### src/common/arsr_pkg.sv
// package of constants and carrier types for the converter result and status registers
`default_nettype none
package arsr_pkg;

    // ----------------------------------------------------------------
    // register offsets on the device register port
    // ----------------------------------------------------------------
    localparam logic [7:0] ADDR_STATUS_FLAGS    = 8'h01;
    localparam logic [7:0] ADDR_AMP_RESULT_HIGH = 8'h02;
    localparam logic [7:0] ADDR_AMP_RESULT_LOW  = 8'h03;
    localparam logic [7:0] ADDR_AUX_RESULT_HIGH = 8'h04;
    localparam logic [7:0] ADDR_AUX_RESULT_LOW  = 8'h05;
    localparam logic [7:0] ADDR_TEMP_RESULT_HIGH = 8'h06;

    // ----------------------------------------------------------------
    // status field positions and reset values
    // ----------------------------------------------------------------
    localparam int BIT_BOOT        = 5;
    localparam int BIT_SYSCLK      = 4;
    localparam int BIT_PENDING_N   = 3;
    localparam int BIT_GAIN_SAT    = 2;
    localparam int BIT_COEF_FAULT  = 1;
    localparam int BIT_OFFSET_FAULT = 0;
    localparam logic       RST_BOOT      = 1'h1;
    localparam logic       RST_PENDING_N = 1'h1;
    localparam logic       RST_FLAG      = 1'h0;
    localparam logic [15:0] RST_RESULT   = 16'h0000;

    // ----------------------------------------------------------------
    // saturation values and source select encodings
    // ----------------------------------------------------------------
    localparam logic [15:0] SAT_POS = 16'h7FFF;
    localparam logic [15:0] SAT_NEG = 16'h8000;

    typedef enum logic [1:0]
    {
        SRC_TEMP = 2'h0,
        SRC_AMP  = 2'h1,
        SRC_AUX  = 2'h2,
        SRC_RSVD = 2'h3
    } arsr_src_t;

    // one finished conversion from the calibration path
    typedef struct packed
    {
        logic [15:0] value;
        arsr_src_t   src;
        logic        gain_ovf;
        logic        gain_ovf_neg;
        logic        offset_ovf;
    } arsr_conv_t;

    // host register read strobe
    typedef struct packed
    {
        logic       rd;
        logic [7:0] addr;
    } arsr_rd_t;

endpackage : arsr_pkg
`default_nettype wire

### src/rtl/arsr_sync.sv
// two-stage synchroniser for a level from another domain
`timescale 1ns/100ps
`default_nettype none
module arsr_sync
(
    input  wire logic i_clk,
    input  wire logic i_sys_rst,
    input  wire logic i_async,
    output logic      o_sync
);
    logic meta_reg;

    // ----------------------------------------------------------------
    // first stage feeds only the second
    // ----------------------------------------------------------------
    always_ff @(posedge i_clk)
    begin
        if (i_sys_rst)
        begin
            meta_reg <= 1'h0;
            o_sync   <= 1'h0;
        end
        else
        begin
            meta_reg <= i_async;
            o_sync   <= meta_reg;
        end
    end
endmodule : arsr_sync
`default_nettype wire

### src/rtl/arsr_saturate.sv
// applies positive or negative saturation to a calibrated result
`timescale 1ns/100ps
`default_nettype none
module arsr_saturate
(
    input  wire logic [15:0] i_value,
    input  wire logic        i_ovf,
    input  wire logic        i_ovf_neg,
    output logic [15:0]      o_value
);
    // ----------------------------------------------------------------
    // clamp on gain overflow
    // ----------------------------------------------------------------
    always_comb
    begin
        if (i_ovf)
            o_value = i_ovf_neg ? arsr_pkg::SAT_NEG : arsr_pkg::SAT_POS;
        else
            o_value = i_value;
    end
endmodule : arsr_saturate
`default_nettype wire

### src/rtl/arsr_regs.sv
// status and result registers of the converter path
`timescale 1ns/100ps
`default_nettype none

module arsr_regs
(
    input  wire logic                 i_clk,
    input  wire logic                 i_sys_rst,
    input  wire logic                 i_boot_start,
    input  wire logic                 i_boot_done,
    input  wire logic                 i_sysclk_running,
    input  wire logic                 i_conv_valid,
    input  wire arsr_pkg::arsr_conv_t i_conv,
    input  wire logic                 i_coef_ovf,
    input  wire arsr_pkg::arsr_rd_t   i_host_rd,
    input  wire logic                 i_host_wr,
    output logic [7:0]                o_rd_data,
    output logic                      o_rd_valid,
    output logic [15:0]               o_temp_result,
    output logic                      o_temp_valid
);
    // ----------------------------------------------------------------
    // state
    // ----------------------------------------------------------------
    logic        boot_reg;
    logic        pending_n_reg;
    logic        gain_sat_reg;
    logic        coef_fault_reg;
    logic        offset_fault_reg;
    logic [15:0] amplifier_result_reg;
    logic [15:0] auxiliary_result_reg;
    logic        sysclk_sync;
    logic [15:0] sat_value;
    logic        result_first_rd;
    logic        conv_amp;
    logic        conv_aux;
    logic        conv_temp;
    logic [7:0]  rd_data_next;

    // ----------------------------------------------------------------
    // helpers
    // ----------------------------------------------------------------
    // first byte of amp, aux or temperature result
    function automatic logic is_first_byte(input logic [7:0] a);
        is_first_byte = (a == arsr_pkg::ADDR_AMP_RESULT_HIGH)
                     || (a == arsr_pkg::ADDR_AUX_RESULT_HIGH)
                     || (a == arsr_pkg::ADDR_TEMP_RESULT_HIGH);
    endfunction : is_first_byte

    // clock activity comes from the clock manager, another domain
    arsr_sync u_sysclk_sync
    (
        .i_clk     (i_clk),
        .i_sys_rst (i_sys_rst),
        .i_async   (i_sysclk_running),
        .o_sync    (sysclk_sync)
    );

    arsr_saturate u_sat
    (
        .i_value   (i_conv.value),
        .i_ovf     (i_conv.gain_ovf),
        .i_ovf_neg (i_conv.gain_ovf_neg),
        .o_value   (sat_value)
    );

    // read and conversion decode; the write strobe only masks o_rd_valid of the read answer
    assign result_first_rd = i_host_rd.rd && is_first_byte(i_host_rd.addr);
    assign conv_amp  = i_conv_valid && (i_conv.src == arsr_pkg::SRC_AMP);
    assign conv_aux  = i_conv_valid && (i_conv.src == arsr_pkg::SRC_AUX);
    assign conv_temp = i_conv_valid && (i_conv.src == arsr_pkg::SRC_TEMP);

    // ----------------------------------------------------------------
    // boot flag: set at load start, cleared at completion
    // ----------------------------------------------------------------
    always_ff @(posedge i_clk)
    begin
        if (i_sys_rst)
            boot_reg <= arsr_pkg::RST_BOOT;
        else if (i_boot_start)
            boot_reg <= 1'h1;
        else if (i_boot_done)
            boot_reg <= 1'h0;
    end

    // ----------------------------------------------------------------
    // ready flag: a new result wins over a same-cycle read
    // ----------------------------------------------------------------
    always_ff @(posedge i_clk)
    begin
        if (i_sys_rst)
            pending_n_reg <= arsr_pkg::RST_PENDING_N;
        else if (conv_amp || conv_aux || conv_temp)
            pending_n_reg <= 1'h0;
        else if (result_first_rd)
            pending_n_reg <= 1'h1;
    end

    // ----------------------------------------------------------------
    // overflow flags: sticky, set beats clear
    // ----------------------------------------------------------------
    always_ff @(posedge i_clk)
    begin
        if (i_sys_rst)
        begin
            gain_sat_reg     <= arsr_pkg::RST_FLAG;
            coef_fault_reg   <= arsr_pkg::RST_FLAG;
            offset_fault_reg <= arsr_pkg::RST_FLAG;
        end
        else
        begin
            if (i_conv_valid && i_conv.gain_ovf)
                gain_sat_reg <= 1'h1;
            else if (result_first_rd)
                gain_sat_reg <= 1'h0;
            if (i_coef_ovf)
                coef_fault_reg <= 1'h1;
            else if (result_first_rd)
                coef_fault_reg <= 1'h0;
            if (i_conv_valid && i_conv.offset_ovf)
                offset_fault_reg <= 1'h1;
            else if (result_first_rd)
                offset_fault_reg <= 1'h0;
        end
    end

    // ----------------------------------------------------------------
    // result registers: whole 16-bit word loads at once so both bytes
    // always belong to one conversion
    // ----------------------------------------------------------------
    always_ff @(posedge i_clk)
    begin
        if (i_sys_rst)
        begin
            amplifier_result_reg <= arsr_pkg::RST_RESULT;
            auxiliary_result_reg <= arsr_pkg::RST_RESULT;
        end
        else
        begin
            if (conv_amp)
                amplifier_result_reg <= sat_value;
            if (conv_aux)
                auxiliary_result_reg <= sat_value;
        end
    end

    // temperature word goes out to its own register, kept elsewhere
    always_ff @(posedge i_clk)
    begin
        if (i_sys_rst)
        begin
            o_temp_result <= arsr_pkg::RST_RESULT;
            o_temp_valid  <= 1'h0;
        end
        else
        begin
            o_temp_valid <= conv_temp;
            if (conv_temp)
                o_temp_result <= i_conv.value;
        end
    end

    // ----------------------------------------------------------------
    // read mux; unmapped offsets read zero
    // ----------------------------------------------------------------
    always_comb
    begin
        rd_data_next = 8'h00;
        unique case (i_host_rd.addr)
            arsr_pkg::ADDR_STATUS_FLAGS:
            begin
                rd_data_next[arsr_pkg::BIT_BOOT]         = boot_reg;
                rd_data_next[arsr_pkg::BIT_SYSCLK]       = sysclk_sync;
                rd_data_next[arsr_pkg::BIT_PENDING_N]    = pending_n_reg;
                rd_data_next[arsr_pkg::BIT_GAIN_SAT]     = gain_sat_reg;
                rd_data_next[arsr_pkg::BIT_COEF_FAULT]   = coef_fault_reg;
                rd_data_next[arsr_pkg::BIT_OFFSET_FAULT] = offset_fault_reg;
            end
            arsr_pkg::ADDR_AMP_RESULT_HIGH: rd_data_next = amplifier_result_reg[15:8];
            arsr_pkg::ADDR_AMP_RESULT_LOW:  rd_data_next = amplifier_result_reg[7:0];
            arsr_pkg::ADDR_AUX_RESULT_HIGH: rd_data_next = auxiliary_result_reg[15:8];
            arsr_pkg::ADDR_AUX_RESULT_LOW:  rd_data_next = auxiliary_result_reg[7:0];
            default:                        rd_data_next = 8'h00;
        endcase
    end

    // registered read answer, one cycle after the strobe
    always_ff @(posedge i_clk)
    begin
        if (i_sys_rst)
        begin
            o_rd_data  <= 8'h00;
            o_rd_valid <= 1'h0;
        end
        else
        begin
            o_rd_valid <= i_host_rd.rd && !i_host_wr;
            if (i_host_rd.rd)
                o_rd_data <= rd_data_next;
        end
    end
endmodule : arsr_regs
`default_nettype wire

### config.mk
export PLATFORM = sky130hd
export DESIGN_NAME = arsr_regs
export DESIGN_NICKNAME = d
export VERILOG_FILES = /design/src/common/arsr_pkg.sv /design/src/rtl/arsr_sync.sv /design/src/rtl/arsr_saturate.sv /design/src/rtl/arsr_regs.sv
export SDC_FILE = /design/constraint.sdc
export NUM_CORES = 1
export LEC_CHECK = 0
export ABC_AREA = 1
export BUFFER_PORTS_ARGS = -buffer_cell sky130_fd_sc_hd__buf_2
export CORE_MARGIN = 1
export CORE_UTILIZATION = 27
export CTS_CLUSTER_SIZE = 40
export DETAILED_ROUTE_END_ITERATION = 10
export GPL_TIMING_DRIVEN = 1
export REMOVE_ABC_BUFFERS = 1
export SLEW_MARGIN = 20
export SYNTH_ARGS = -nofsm -noshare
export SYNTH_HDL_FRONTEND = slang
export SYNTH_HIERARCHICAL = 1
export SYNTH_SLANG_ARGS = --single-unit
### constraint.sdc
create_clock -name i_clk -period 0.97 [get_ports i_clk]
set_input_delay 0.1455 -clock i_clk [delete_from_list [all_inputs] [get_ports i_clk]]
set_output_delay 0.1455 -clock i_clk [all_outputs]
set_load 0.02 [all_outputs]
# Yosys cells after proc, flatten, opt, wreduce, memory -nomap -nowiden
# Cells that the tools add are included.
# classes
n_reduce_logical	18
n_eq_ne	8
muxes	10
# op_table
op	n
$mux W16	2
$pmux W6 S5	1
$eq A8 B3 Y1 const B	3
$eq A8 B2 Y1 const B	2
$eq A8 B1 Y1 const B	1
$pmux W2 S4	1
$reduce_bool A2 Y1	4
$logic_and A1 B1 Y1	7
$mux W1	6
$logic_or A1 B1 Y1	4
$eq A2 B1 Y1 const B	1
$eq A2 B2 Y1 const B	1
$logic_not A2 Y1	1
$reduce_or A2 Y1	1
$logic_not A1 Y1	1
# word_totals
output_inout_bits	26
reg_bits	65
in_bits	38
elab_cells	49

# Logic depth before layout (Yosys ltp)
# Gate-level depths: netlist (run 1).
# logic_depth
word_depth	6
mapped_depth	10

# Cells and area by module
# Netlist (run 1), hierarchy kept.
# modules_own_cells
mod	area_per_inst_um2	cells_per_inst	n_inst
arsr_regs	2677.6	352	1
arsr_saturate	160.2	38	1
arsr_sync	55.1	6	1

# Worst setup path after synthesis (run 1)
# OpenSTA, ideal clock, no wires.
# synth_timing
path_kind	input port to flip-flop
from	input port i_host_rd[3] (netlist name)
to	register coef_fault_reg
t_arrival_ns	0.878
path_slack_ns	-0.025
cell_stages	8
path_buffers	0
setup_time_ns	0.117
required_time_ns	0.853
cell_sequence	inv_2 > nand2_1 > nor2_4 > nand2_1 > nand3_1 > nand2_2 > a21oi_1 > nor2_1
# synth_via
elab_chain_cells	5
elab_cells_between_ends	7
# synth_rtl
item	line_no	rtl
from (decl)	arsr_regs.sv:15	input wire arsr_pkg::arsr_rd_t i_host_rd,
$eq A8 B2 Y1 or $eq A8 B3 Y1 (tied branches)	arsr_regs.sv:45, arsr_regs.sv:46	
$logic_or A1 B1 Y1	arsr_regs.sv:46	|| (a == arsr_pkg::ADDR_AUX_RESULT_HIGH)
$logic_or A1 B1 Y1 (*)	arsr_regs.sv:47	|| (a == arsr_pkg::ADDR_TEMP_RESULT_HIGH);
$logic_and A1 B1 Y1 (*)	arsr_regs.sv:68	assign result_first_rd = i_host_rd.rd && is_first_byte(i_host_rd.addr);
$reduce_bool A2 Y1 (no line) (*)	n/a	
to (signal assigned)	arsr_regs.sv:107	coef_fault_reg <= arsr_pkg::RST_FLAG;
to (decl)	arsr_regs.sv:28	logic coef_fault_reg;
# Every way passes the cells marked *; elsewhere a longest branch is shown, timed or not.
# A chain may end at the register's enable or synchronous reset.

# Final worst setup path (run 1)
# layout_timing
from	register o_rd_data[2]
to	output port o_rd_data[2]
# layout_lines
item	line_no	rtl
from (decl)	arsr_regs.sv:17	output logic [7:0] o_rd_data,
from (signal assigned)	arsr_regs.sv:199	o_rd_data <= rd_data_next;
# No word-level cell between the ends.

==> summary.md, run 1 <==
| Metric | Value |
|---|---|
| RR Startpoint | `auxiliary_result_reg[10]` |
| Final hold vios | `0` |
| CTS Buffer Depth | `2` |
| Final WL | `7.87 mm` |
| Max Clk Rate | `between 1000 and 1500 MHz` |
| Fin Hold WS | `between 0.02 and 0.025 ns` |
| Initial antenna violation count | `0` |
| Worst r2r path cells | `4` |
| Max FO, Critical Path | `2` |
| Core Footprint | `10400 µm²` |
| Max Slew Vio Count | `0` |
| FF-to-FF setup slack | `approximately 0.14 ns` |
| Max-Cap Viols | `0` |
| Routed WL per cell | `about 13 µm` |
| CP bufs+invs | `1` |
| Final setup vio count | `0` |
| Initial Util | `around 28%` |
| Overall power | `0.00606 W` |
| Clock Skews | `0.00807 ns` |
| DR pass1 iterations | `4` |
| Synth top area share | `between 40% and 50%` |
| Critical Path Source Type | `register` |
| Die width | `~110 µm` |
| Syn-to-layout area delta | `35.4%` |
| TritonCTS clock tree | `yes` |
| Crit path kind | `register to output pin` |
| # nets final | `approximately 520` |
| Delay-heaviest family, CP | `flip-flops` |
| Die area | `roughly 11000 µm²` |
| GRT Residual Overflow | `0` |
| CTS root buffer | `clkbuf_8` |
| Worst Hold Path EP | `u_sysclk_sync/meta_reg` |
| Average size of a mapped cell | `7.30 µm²` |
| Worst hold path depth | `3` |
| Critical Path RT | `approximately 0.82 ns` |
| CP Cell Sequence | `buf_6` |
| Slew HR | `78.3%` |
| Element type at the critical path end | `output pin` |
| Vias | `about 2800` |
| Dpl hpwl | `approximately 5.7 mm` |
| Status | `completed` |
| # DRC | `0` |
| PwrDens | `1550 nW/µm²` |
| Clk sink count | `65` |
| Seq cells post-synth | `between 60 and 70` |
| Hold path startpoint | `i_sysclk_running` |
| PortBufs | `63` |
| Critical-path top delay cell | `dfxtp_2` |
| RR Endpoint | `o_rd_data[2]` |
| Worst skew pair latency | `approximately 0.34 ns` |
| Proportion of layout cells with a drive suffix above 1 | `between 30% and 40%` |
| Slew @ Worst Pin | `around 0.33 ns` |
| Netlist cell types | `25` |
| H-tree levels | `3` |
| Leak pwr | `between 1.5 and 2 nW` |
| Clock transition at path regs | `~0.070 ns` |
| Pre-CTS setup slack | `-0.286 ns` |
| RSZ-0062 raised after global routing | `yes` |
| First-pass GRT wire length | `12.9 mm` |
| Hold Path Class | `input port to register` |
| Final GP Congestion | `between 0.7 and 0.8` |
| Antenna viol nets, final | `0` |
| Yosys top cell by area | `dfxtp_1` |
| Sequential area share after synthesis | `about 45%` |
| Post-route setup slack | `approximately 0.0055 ns` |
| Num CTS Buffers | `9` |
| Core Rows | `37` |
| Synth Instances | `just under 400` |
| WP data arrival | `just over 0.8 ns` |
| Antenna diodes | `0` |
| IO Pins | `64` |
| Minimum clock period | `0.964 ns` |
| DR vias/cell | `between 4 and 5` |
| Fin crit share | `99.4%` |
| Die Span Y | `106 µm` |
| Synth warn | `6` |
| Post-Syn Area | `2890 µm²` |
| GRT Overall Usage | `between 10 and 15%` |
| Pin count of the biggest net entering global routing | `35` |
| Number of DRC markers in iteration 0 | `148` |
| Worst vdd ir | `roughly 670 µV` |
| Vias in the first global route | `about 2700` |
| Crit path largest cell delay | `0.36 ns` |
| Dominant cells by area after synthesis | `dfxtp_1 (45%), nor2_1 (11%), o21ai_1 (8.0%)` |
metrics by stage:
stage	instances	area [µm²]	TNS [ns]	util (%)
6_report	619	3920	0	37.8
5_1_grt	619	3920	-0.202	37.8
4_1_cts	618	3880	-0.0177	37.4
3_5_place_dp	598	3480	-2.83	33.5
3_3_place_gp	598	3480	-2.24	33.5
2_1_floorplan	377	2770	-7.71	-
metal layers:
layer,global-route usage [%],up-vias,part of all wire (%)
li1,-,1446,-
met1,20.0,1236,50
met2,22.0,83,43
met3,2.84,16,4.5
met4,7.54,0,2.4
met5,0,-,0
what timing repair did:
action | 4_1_cts | 5_1_grt
setup buffers | 1 | 1
hold buffers | 3 | 0
resized for setup | 68 | 10
endpoints found under the setup margin | 24 | 28
pin swaps | 0 | 3
endpoints found under the hold margin | 2 | 0
synthesized netlist by cell type (all sizes together):
cell / n
nand3: 42
buf: 14
nor3: 2
nor2: 88
o211ai: 6
o21ai: 59
clkbuf: 5
nand2: 57
a21oi: 21
inv: 37
dfxtp: 65
power breakdown:
group	switching (W)	leakage, nW	internal [W]
clock network	0.00112	0.0964	0.00120
registers	0.0000843	0.543	0.00281
logic	0.000481	1.07	0.000366
total	0.00169	1.71	0.00438
area by class of cell:
cell class                 count  area, µm²
fill                        1113       6450
sequential                    65       1330
multi-input combinational    275       1330
timing repair buffer          90        751
tap                          136        170
inverter                      37        139
clock buffer                  10        128
clock inverter                 6       68.8
worst max-delay path by stage:
| stage | startpoint | cells after the start | slack [ns] | endpoint |
|---|---|---|---|---|
| final | o_rd_data[2] | 1 | 0.006 | o_rd_data[2] |
| after detailed placement | i_host_rd[3] | 8 | -0.29 | o_rd_data[5] |
| after global routing | o_rd_data[2] | 1 | -0.03 | o_rd_data[2] |
| after CTS | o_rd_data[2] | 1 | -0.01 | o_rd_data[2] |
| after global placement | i_host_rd[3] | 8 | -0.25 | o_rd_data[5] |
| after floorplan | i_host_rd[6] | 8 | -0.35 | coef_fault_reg |
cells in the final DEF, fill, tap and decap left out:
cell type / synthesis / layout
nor3_2: 1 / 1
nand2_1: 51 / 51
clkbuf_1: 5 / 1
o21ai_0: 13 / 13
bufinv_16: 0 / 1
nor2_1: 84 / 83
clkbuf_8: 0 / 9
nand3_1: 33 / 33
buf_4: 2 / 19
dfxtp_1: 65 / 40
nand2_2: 5 / 5
buf_2: 6 / 37
clkinv_4: 0 / 3
buf_12: 0 / 5
inv_1: 26 / 26
clkinv_2: 0 / 1
clkinvlp_4: 0 / 1
buf_6: 4 / 26
nor2_4: 3 / 3
o211ai_1: 5 / 5
o211ai_2: 1 / 1
dlygate4sd3_1: 0 / 3
inv_2: 11 / 11
nor2_2: 1 / 2
o21ai_1: 46 / 46
nor3_1: 1 / 1
nand3_2: 7 / 7
a21oi_1: 21 / 21
nand3_4: 2 / 2
nand2_4: 1 / 1
dfxtp_2: 0 / 25
cell families after synthesis:
group                  synth area share (%)
AOI/OAI and AO/OA                      15.6
buffers and inverters                  9.21
DFF                                    45.0
and+or+nand+nor                        30.2
No activity file was read; power rests on OpenSTA's default activity.
==> run 2, diff against run 1 <==
- ABC_AREA: 1 -> not set
==> run 2 against run 1 <==
  * The run now ends with negative setup slack left
  * Combinational power is 8.2% lower
  * Die area fell by 4.7%
  * Maximum frequency decreased by 27%
  * Design area up 1.8%
==> summary.md, run 2 <==
| Metric | Value |
|---|---|
| Status | `complete, but fails checks` |
| Failing checks | `negative setup slack` |
| Max FO, Critical Path | `7 (+5)` |
| Average size of a mapped cell | `7.74 µm² (+5.9%)` |
| Commonest non-fill, non-tap cell in the layout | `nand2_1` |
| First-pass GRT wire length | `12.8 mm (-0.86%)` |
| Antenna viol nets, final | `0 (unchanged)` |
| Element type at the critical path end | `register` |
| Max Clk Rate | `753 MHz (-27%)` |
| Final cell count without fillers | `585 (-5.5%)` |
| Netlist cell types | `35 (+40%)` |
| Most common cell in the synthesized netlist | `nand2_1` |
| RSZ-0062 raised after global routing | `yes` |
| Synth warn | `6 (unchanged)` |
| Core Footprint | `9820 µm² (-5.3%)` |
| Num CTS Buffers | `9 (unchanged)` |
| Top FF cell, synth | `dfxtp_1` |
| RR Endpoint | `o_rd_data[3]` |
| Critical Path RT | `1.22 ns (+0.40 ns)` |
| Leak pwr | `1.62 nW (-5.2%)` |
| Placed Cells | `556 (-7.0%)` |
| Synth Instances | `356 (-10%)` |
| Sequential area share after synthesis | `47.2% (+2.2 points)` |
| GRT Residual Overflow | `0 (unchanged)` |
| Worst Hold Path EP | `coef_fault_reg` |
| Most used cell, CP | `buf_6` |
| Reg power frac | `45.2% (-2.6 points)` |
| Hold Path Class | `input port to register` |
| Crit path largest cell delay | `0.58 ns (+0.22 ns)` |
| Initial Util | `28.1% (+0.16 points)` |
| Vias | `2719 (-2.2%)` |
| Fill cell count | `1065 (-4.3%)` |
| RR Startpoint | `amplifier_result_reg[3]` |
| Switch Pwr | `0.00155 W (-8.3%)` |
| Die Span Y | `103 µm (-2.4%)` |
| PwrDens | `1570 nW/µm² (+1.4%)` |
| Worst vdd ir | `809 µV (+21%)` |
| FF-to-FF setup slack | `-0.09 ns (-0.23 ns)` |
| CP bufs+invs | `3 (+2)` |
| H-tree levels | `3 (unchanged)` |
| Final WL | `7.88 mm (+0.23%)` |
| Worst r2r path cells | `4 (unchanged)` |
| Minimum clock period | `1.33 ns (+0.364 ns)` |
| Slew HR | `74.9% (-3.4 points)` |
| Dpl hpwl | `5.50 mm (-2.9%)` |
| Proportion of layout cells with a drive suffix above 1 | `35.8% (+2.7 points)` |
| Die width | `103 µm (-2.4%)` |
| Worst skew pair latency | `0.34 ns (about the same)` |
| WP data arrival | `1.58 ns (+0.76 ns)` |
| PortBufs | `63 (unchanged)` |
| Sw frac | `24.7% (-3.1 points)` |
| Crit path kind | `input port to register` |
| Post-route setup slack | `-0.359 ns (-0.364 ns)` |
| Internal | `0.00471 W (+7.7%)` |
| Critical Path Source Type | `input port` |
| Final GP Congestion | `0.854 (+7.1%)` |
| CTS Buffer Depth | `2 (unchanged)` |
| Most frequent cells in the layout | `nand2_1 (105), a21oi_1 (50), dfxtp_1 (41)` |
| Final setup vio count | `8 (+8)` |
| TritonCTS clock tree | `yes` |
| Fin crit share | `137% (+38 points)` |
| CP Cell Sequence | `buf_2 > or4_4 > nor3_4 > buf_6 > buf_6 > a21oi_2 > a311oi_1` |
| Synth top area share | `47.2% (+2.2 points)` |
| EDFF count, synth | `0 (unchanged)` |
| Commonest cells post-synth | `nand2_1 (105), dfxtp_1 (65), a21oi_1 (55), clkbuf_1 (20)` |
| Clock Skews | `0.00806 ns (-0.0000115 ns)` |
| IO Pins | `64 (unchanged)` |
| # DRC | `0 (unchanged)` |
| Core Util, Final | `40.6% (+2.8 points)` |
| GRT Overall Usage | `15.8% (+1.1 points)` |
| Max Slew Vio Count | `0 (unchanged)` |
| Hold path startpoint | `i_coef_ovf` |
| DR vias/cell | `4.65 (+3.5%)` |
| CP Depth | `7 (+6)` |
| Die area | `10600 µm² (-4.7%)` |
| Final hold vios | `0 (unchanged)` |
| Setup TNS | `-2.38 ns (-2.38 ns)` |
| Post-Syn Area | `2760 µm² (-4.8%)` |
| Antenna diodes | `0 (unchanged)` |
| # nets final | `485 (-6.0%)` |
| Number of DRC markers in iteration 0 | `162 (+9.5%)` |
| Max-Cap Viols | `0 (unchanged)` |
| Delay-heaviest family, CP | `simple AND/OR/NAND/NOR gates` |
| CTS root buffer | `clkbuf_8` |
| Seq cells post-synth | `65 (unchanged)` |
| DR pass1 iterations | `4 (unchanged)` |
| Clk sink count | `65 (unchanged)` |
| Slew @ Worst Pin | `0.376 ns (+0.0509 ns)` |
| Vias in the first global route | `2642 (-0.41%)` |
| Worst hold path depth | `3 (unchanged)` |
| Combinational power share | `12.4% (-1.6 points)` |
| Dominant cells by area after synthesis | `dfxtp_1 (47%), nand2_1 (14%), a21oi_1 (10%)` |
| Clock transition at path regs | `0.08 ns (about the same)` |
| Critical-path top delay cell | `or4_4` |
| Yosys top cell by area | `dfxtp_1` |
| Clk network pwr share | `42.4% (+4.2 points)` |
| Ys async rst share | `0% (unchanged)` |
| Initial antenna violation count | `0 (unchanged)` |
| Core Rows | `36 (-2.7%)` |
| Pin count of the biggest net entering global routing | `38 (+8.6%)` |
| Syn-to-layout area delta | `44.6%` |
| Routed WL per cell | `13.5 µm (+6.1%)` |
-- run 2: repair_timing --
action / CTS / global route
pin swaps: 4 / 7
hold buffers: 3 / 0
hold endpoints to repair: 2 / 0
buffers inserted: 4 / 6
resized for setup: 68 / 20
setup endpoints to repair: 32 / 33
-- run 2: cell families after synthesis --
| group | count (synthesis) | share of synthesized area [%] |
|---|---|---|
| DFF | 65 | 47.2 |
| buffers and inverters | 41 | 6.27 |
| AOI/OAI and AO/OA | 97 | 20.5 |
| and+or+nand+nor | 146 | 23.4 |
| muxes | 7 | 2.59 |
-- run 2: layer usage --
layer | share of wire [%] | track usage (%) | up-vias
met5 | 0 | 0 | -
met4 | 2.5 | 7.48 | 0
met3 | 4.6 | 3.25 | 13
met2 | 47 | 25.1 | 67
met1 | 46 | 20.5 | 1263
li1 | - | - | 1376
-- run 2: how the worst max path moves through the flow --
stage	endpoint	startpoint	slack [ns]
5_1_grt	o_rd_data[5]	i_host_rd[3]	-0.40
2_1_floorplan	o_rd_data[7]	i_host_rd[4]	-0.48
4_1_cts	o_rd_data[7]	i_host_rd[4]	-0.28
6_report	o_rd_data[5]	i_host_rd[7]	-0.36
3_3_place_gp	o_rd_data[7]	i_host_rd[4]	-0.63
3_5_place_dp	o_rd_data[3]	i_host_rd[4]	-0.65
-- run 2: layout make-up --
cell class                 instances  area, µm²  area share (%)
sequential                        65       1330            33.4
clock inverter                     5       77.6            1.95
inverter                          16       60.1            1.51
multi-input combinational        250       1340            33.5
timing repair buffer             105        863            21.7
clock buffer                      11        151            3.80
tap                              133        166            4.18
-- run 2: worst register-to-register path: cells and delay by family, from the launching register on --
kind	cells	cell delay [ns]
AOI/OAI and AO/OA	2	0.32
DFF	1	0.35
muxes	1	0.09
and+or+nand+nor	1	0.20
-- run 2: power by group through the flow --
stage	logic, W	registers [W]	clock network, W
2_1_floorplan	0.000252	0.00291	0
3_3_place_gp	0.000679	0.00287	0
3_5_place_dp	0.000688	0.00288	0
4_1_cts	0.000750	0.00283	0.00272
5_1_grt	0.000852	0.00284	0.00286
6_report	0.000777	0.00283	0.00265
-- run 2: through the flow --
step / instance area [µm²] / setup WS, ns / hold WS [ns] / total power [W]
after floorplan: 2640 / -0.476 / 0.215 / 0.00316
after global placement: 3400 / -0.627 / 0.308 / 0.00355
after detailed placement: 3400 / -0.653 / 0.307 / 0.00356
after CTS: 3860 / -0.276 / 0.00305 / 0.00630
after global routing: 3990 / -0.396 / 0.0318 / 0.00655
final: 3990 / -0.359 / 0.0165 / 0.00626
==> run 3, diff against run 2 <==
- BUFFER_PORTS_ARGS: -buffer_cell sky130_fd_sc_hd__buf_2 -> -buffer_cell sky130_fd_sc_hd__buf_4
- CORE_UTILIZATION: 27 -> 30
- clock period: 0.97 -> 1.2 ns (I/O delays scaled with it)
==> run 3 against run 2 <==
  * Wire length is 7.8% lower
  * Via count is 4.5% lower
  * The flow finishes with violations (design-rule violations, negative setup slack)
  * First-iteration DRC count is 38% lower
  * Largest cell class unchanged
  * Core utilization is 1.8 points higher
  * Non-clock buffer count is 13 lower
  * Setup slack better by 0.29 ns
  * Power is 25% lower
  * Clock skew is 0.00099 ns lower
  * Register-to-register slack better by 0.27 ns
  * Highest routed layer unchanged
  * Sequential share of layout area is 1.4 points higher
  * Sequential power is 20% lower
  * Final cell count is 6.5% lower
==> summary.md, run 3 (synthesis results as in run 2) <==
| Metric | Value |
|---|---|
| Crit path largest cell delay | `0.59 ns (about the same)` |
| CTS root buffer | `clkbuf_8` |
| RSZ-0062 raised after global routing | `yes` |
| Slew @ Worst Pin | `0.393 ns (+0.0167 ns)` |
| CP bufs+invs | `3 (unchanged)` |
| Num CTS Buffers | `9 (unchanged)` |
| Die area | `9570 µm² (-9.8%)` |
| CP Cell Sequence | `buf_6 > or4_4 > nor3_4 > buf_4 > buf_6 > a22oi_2 > o21ai_1` |
| PortBufs | `63 (unchanged)` |
| Number of DRC markers in iteration 0 | `101 (-38%)` |
| Worst vdd ir | `650 µV (-20%)` |
| Pre-CTS setup slack | `-0.468 ns (+0.185 ns)` |
| Delay-heaviest family, CP | `simple AND/OR/NAND/NOR gates` |
| Dpl hpwl | `5.17 mm (-6.0%)` |
| DR pass1 iterations | `8 (+4)` |
| Die width | `97.8 µm (-5.0%)` |
| Final cell count without fillers | `547 (-6.5%)` |
| GRT Overall Usage | `15.8% (+0.046 points)` |
| Design Area, Final | `3730 µm² (-6.3%)` |
| Area of the multi-input gates | `1320 µm² (-1.5%)` |
| Post-route setup slack | `-0.0727 ns (+0.286 ns)` |
| CTS Buffer Depth | `2 (unchanged)` |
| Crit path kind | `input port to register` |
| WP data arrival | `1.56 ns (-0.02 ns)` |
| Placed cell area | `3480 µm² (+2.3%)` |
| Minimum clock period | `1.27 ns` |
| Final GP Congestion | `0.758 (-11%)` |
| Die Span Y | `97.8 µm (-5.0%)` |
| Max Slew Vio Count | `0 (unchanged)` |
| Max Clk Rate | `just under 800 MHz` |
| Critical-path top delay cell | `or4_4` |
| Max FO, Critical Path | `7 (unchanged)` |
| Antenna diodes | `0 (unchanged)` |
| Final setup vio count | `7 (-1)` |
| Pin count of the biggest net entering global routing | `37 (-2.6%)` |
| Clock transition at path regs | `0.07 ns (about the same)` |
| Vias | `2596 (-4.5%)` |
| Slew HR | `73.5% (-1.4 points)` |
| Initial Util | `31.3% (+3.2 points)` |
| Leak pwr | `1.52 nW (-6.0%)` |
| TritonCTS clock tree | `yes` |
| Critical Path RT | `1.49 ns (+0.27 ns)` |
| Fin Hold WS | `0.0233 ns (+0.00681 ns)` |
| # DRC | `12 (+12)` |
| Clk sink count | `65 (unchanged)` |
| Final WL | `7.27 mm (-7.8%)` |
| Hold Path Class | `input port to register` |
| Syn-to-layout area delta | `35.5%` |
| Failing checks | `design-rule violations, negative setup slack` |
| Initial antenna violation count | `0 (unchanged)` |
| # nets final | `472 (-2.7%)` |
| Fin crit share | `106%` |
| Clock Skews | `0.00707 ns (-0.000987 ns)` |
| First-pass GRT wire length | `12.0 mm (-6.1%)` |
| Worst skew pair latency | `0.34 ns (about the same)` |
| Max-Cap Viols | `0 (unchanged)` |
| GRT Residual Overflow | `0 (unchanged)` |
| Final hold vios | `0 (unchanged)` |
| PwrDens | `1260 nW/µm² (-20%)` |
| Core Footprint | `8810 µm² (-10%)` |
| IO Pins | `64 (unchanged)` |
| Fill cell count | `881 (-17%)` |
| Commonest non-fill, non-tap cell in the layout | `nand2_1` |
| Status | `complete, but fails checks` |
| Antenna viol nets, final | `0 (unchanged)` |
| Proportion of layout cells with a drive suffix above 1 | `27.6% (-8.3 points)` |
| Element type at the critical path end | `register` |
| Placed Cells | `528 (-5.0%)` |
| H-tree levels | `3 (unchanged)` |
| Critical Path Source Type | `input port` |
| DR vias/cell | `4.75 (+2.1%)` |
| Reg area | `1300 µm² (-2.3%)` |
| Vias in the first global route | `2459 (-6.9%)` |
| Most frequent cells in the layout | `nand2_1 (105), buf_4 (85), dfxtp_1 (65)` |
| Most used cell, CP | `buf_6` |
| Routed WL per cell | `13.3 µm (-1.4%)` |
| Core Rows | `34 (-5.6%)` |
==> run 3: cell count changes in the layout (fill, tap and decap cells not counted), moves of 3 or more <==
cell / change
buf_6: -24
clkbuf_1: +3
a21oi_1: +5
dfxtp_2: -24
a311oi_2: -3
a21oi_2: -5
a311oi_1: +3
buf_2: -35
dfxtp_1: +24
buf_4: +50
==> run 3: cell type report <==
class,instances,share of cell area [%]
Sequential cell,65,34.9
Tap cell,108,3.62
Timing Repair Buffer,92,19.6
Inverter,16,1.61
Clock buffer,13,3.99
Multi-Input combinational cell,250,35.2
Clock inverter,3,1.07
==> run 3: per-layer routing <==
layer	vias to the layer above	global-route usage (%)	part of all wire, %
met3	6	3.29	6.1
met4	0	7.34	1.4
met1	1171	21.7	50
met5	-	0	0
li1	1348	-	-
met2	71	23.8	42
==> run 3: per-stage QoR <==
stage | utilization, % | power (W) | TNS [ns]
final | 42.4 | 0.00471 | -0.344
after global routing | 42.4 | 0.00491 | -0.922
after CTS | 42.0 | 0.00473 | -0.329
after detailed placement | 39.5 | 0.00290 | -5.33
after global placement | 39.5 | 0.00289 | -4.86
after floorplan | - | 0.00256 | -5.26
==> run 3: where the power goes <==
group / switching (W) / total, W / leakage [nW] / internal, W
logic: 0.000318 / 0.000589 / 0.893 / 0.000271
clock network: 0.000830 / 0.00184 / 0.0974 / 0.00101
registers: 0.0000380 / 0.00227 / 0.530 / 0.00224
==> run 3: timing repair <==
action	in CTS	in global routing
hold buffers	1	0
setup endpoints to repair	8	8
resized for setup	5	5
hold endpoints to repair	1	0
pin swaps	6	5
setup buffers	0	2
==> run 3: final timing paths <==
kind | start | to | slack, ns | cells after the start
hold reg to reg | u_sysclk_sync/meta_reg | u_sysclk_sync/o_sync | 0.44 | 1
setup reg to reg | auxiliary_result_reg[2] | o_rd_data[2] | 0.18 | 4
hold / removal | i_boot_done | boot_reg | 0.02 | 2
setup / recovery | i_host_rd[3] | o_rd_data[7] | -0.07 | 7
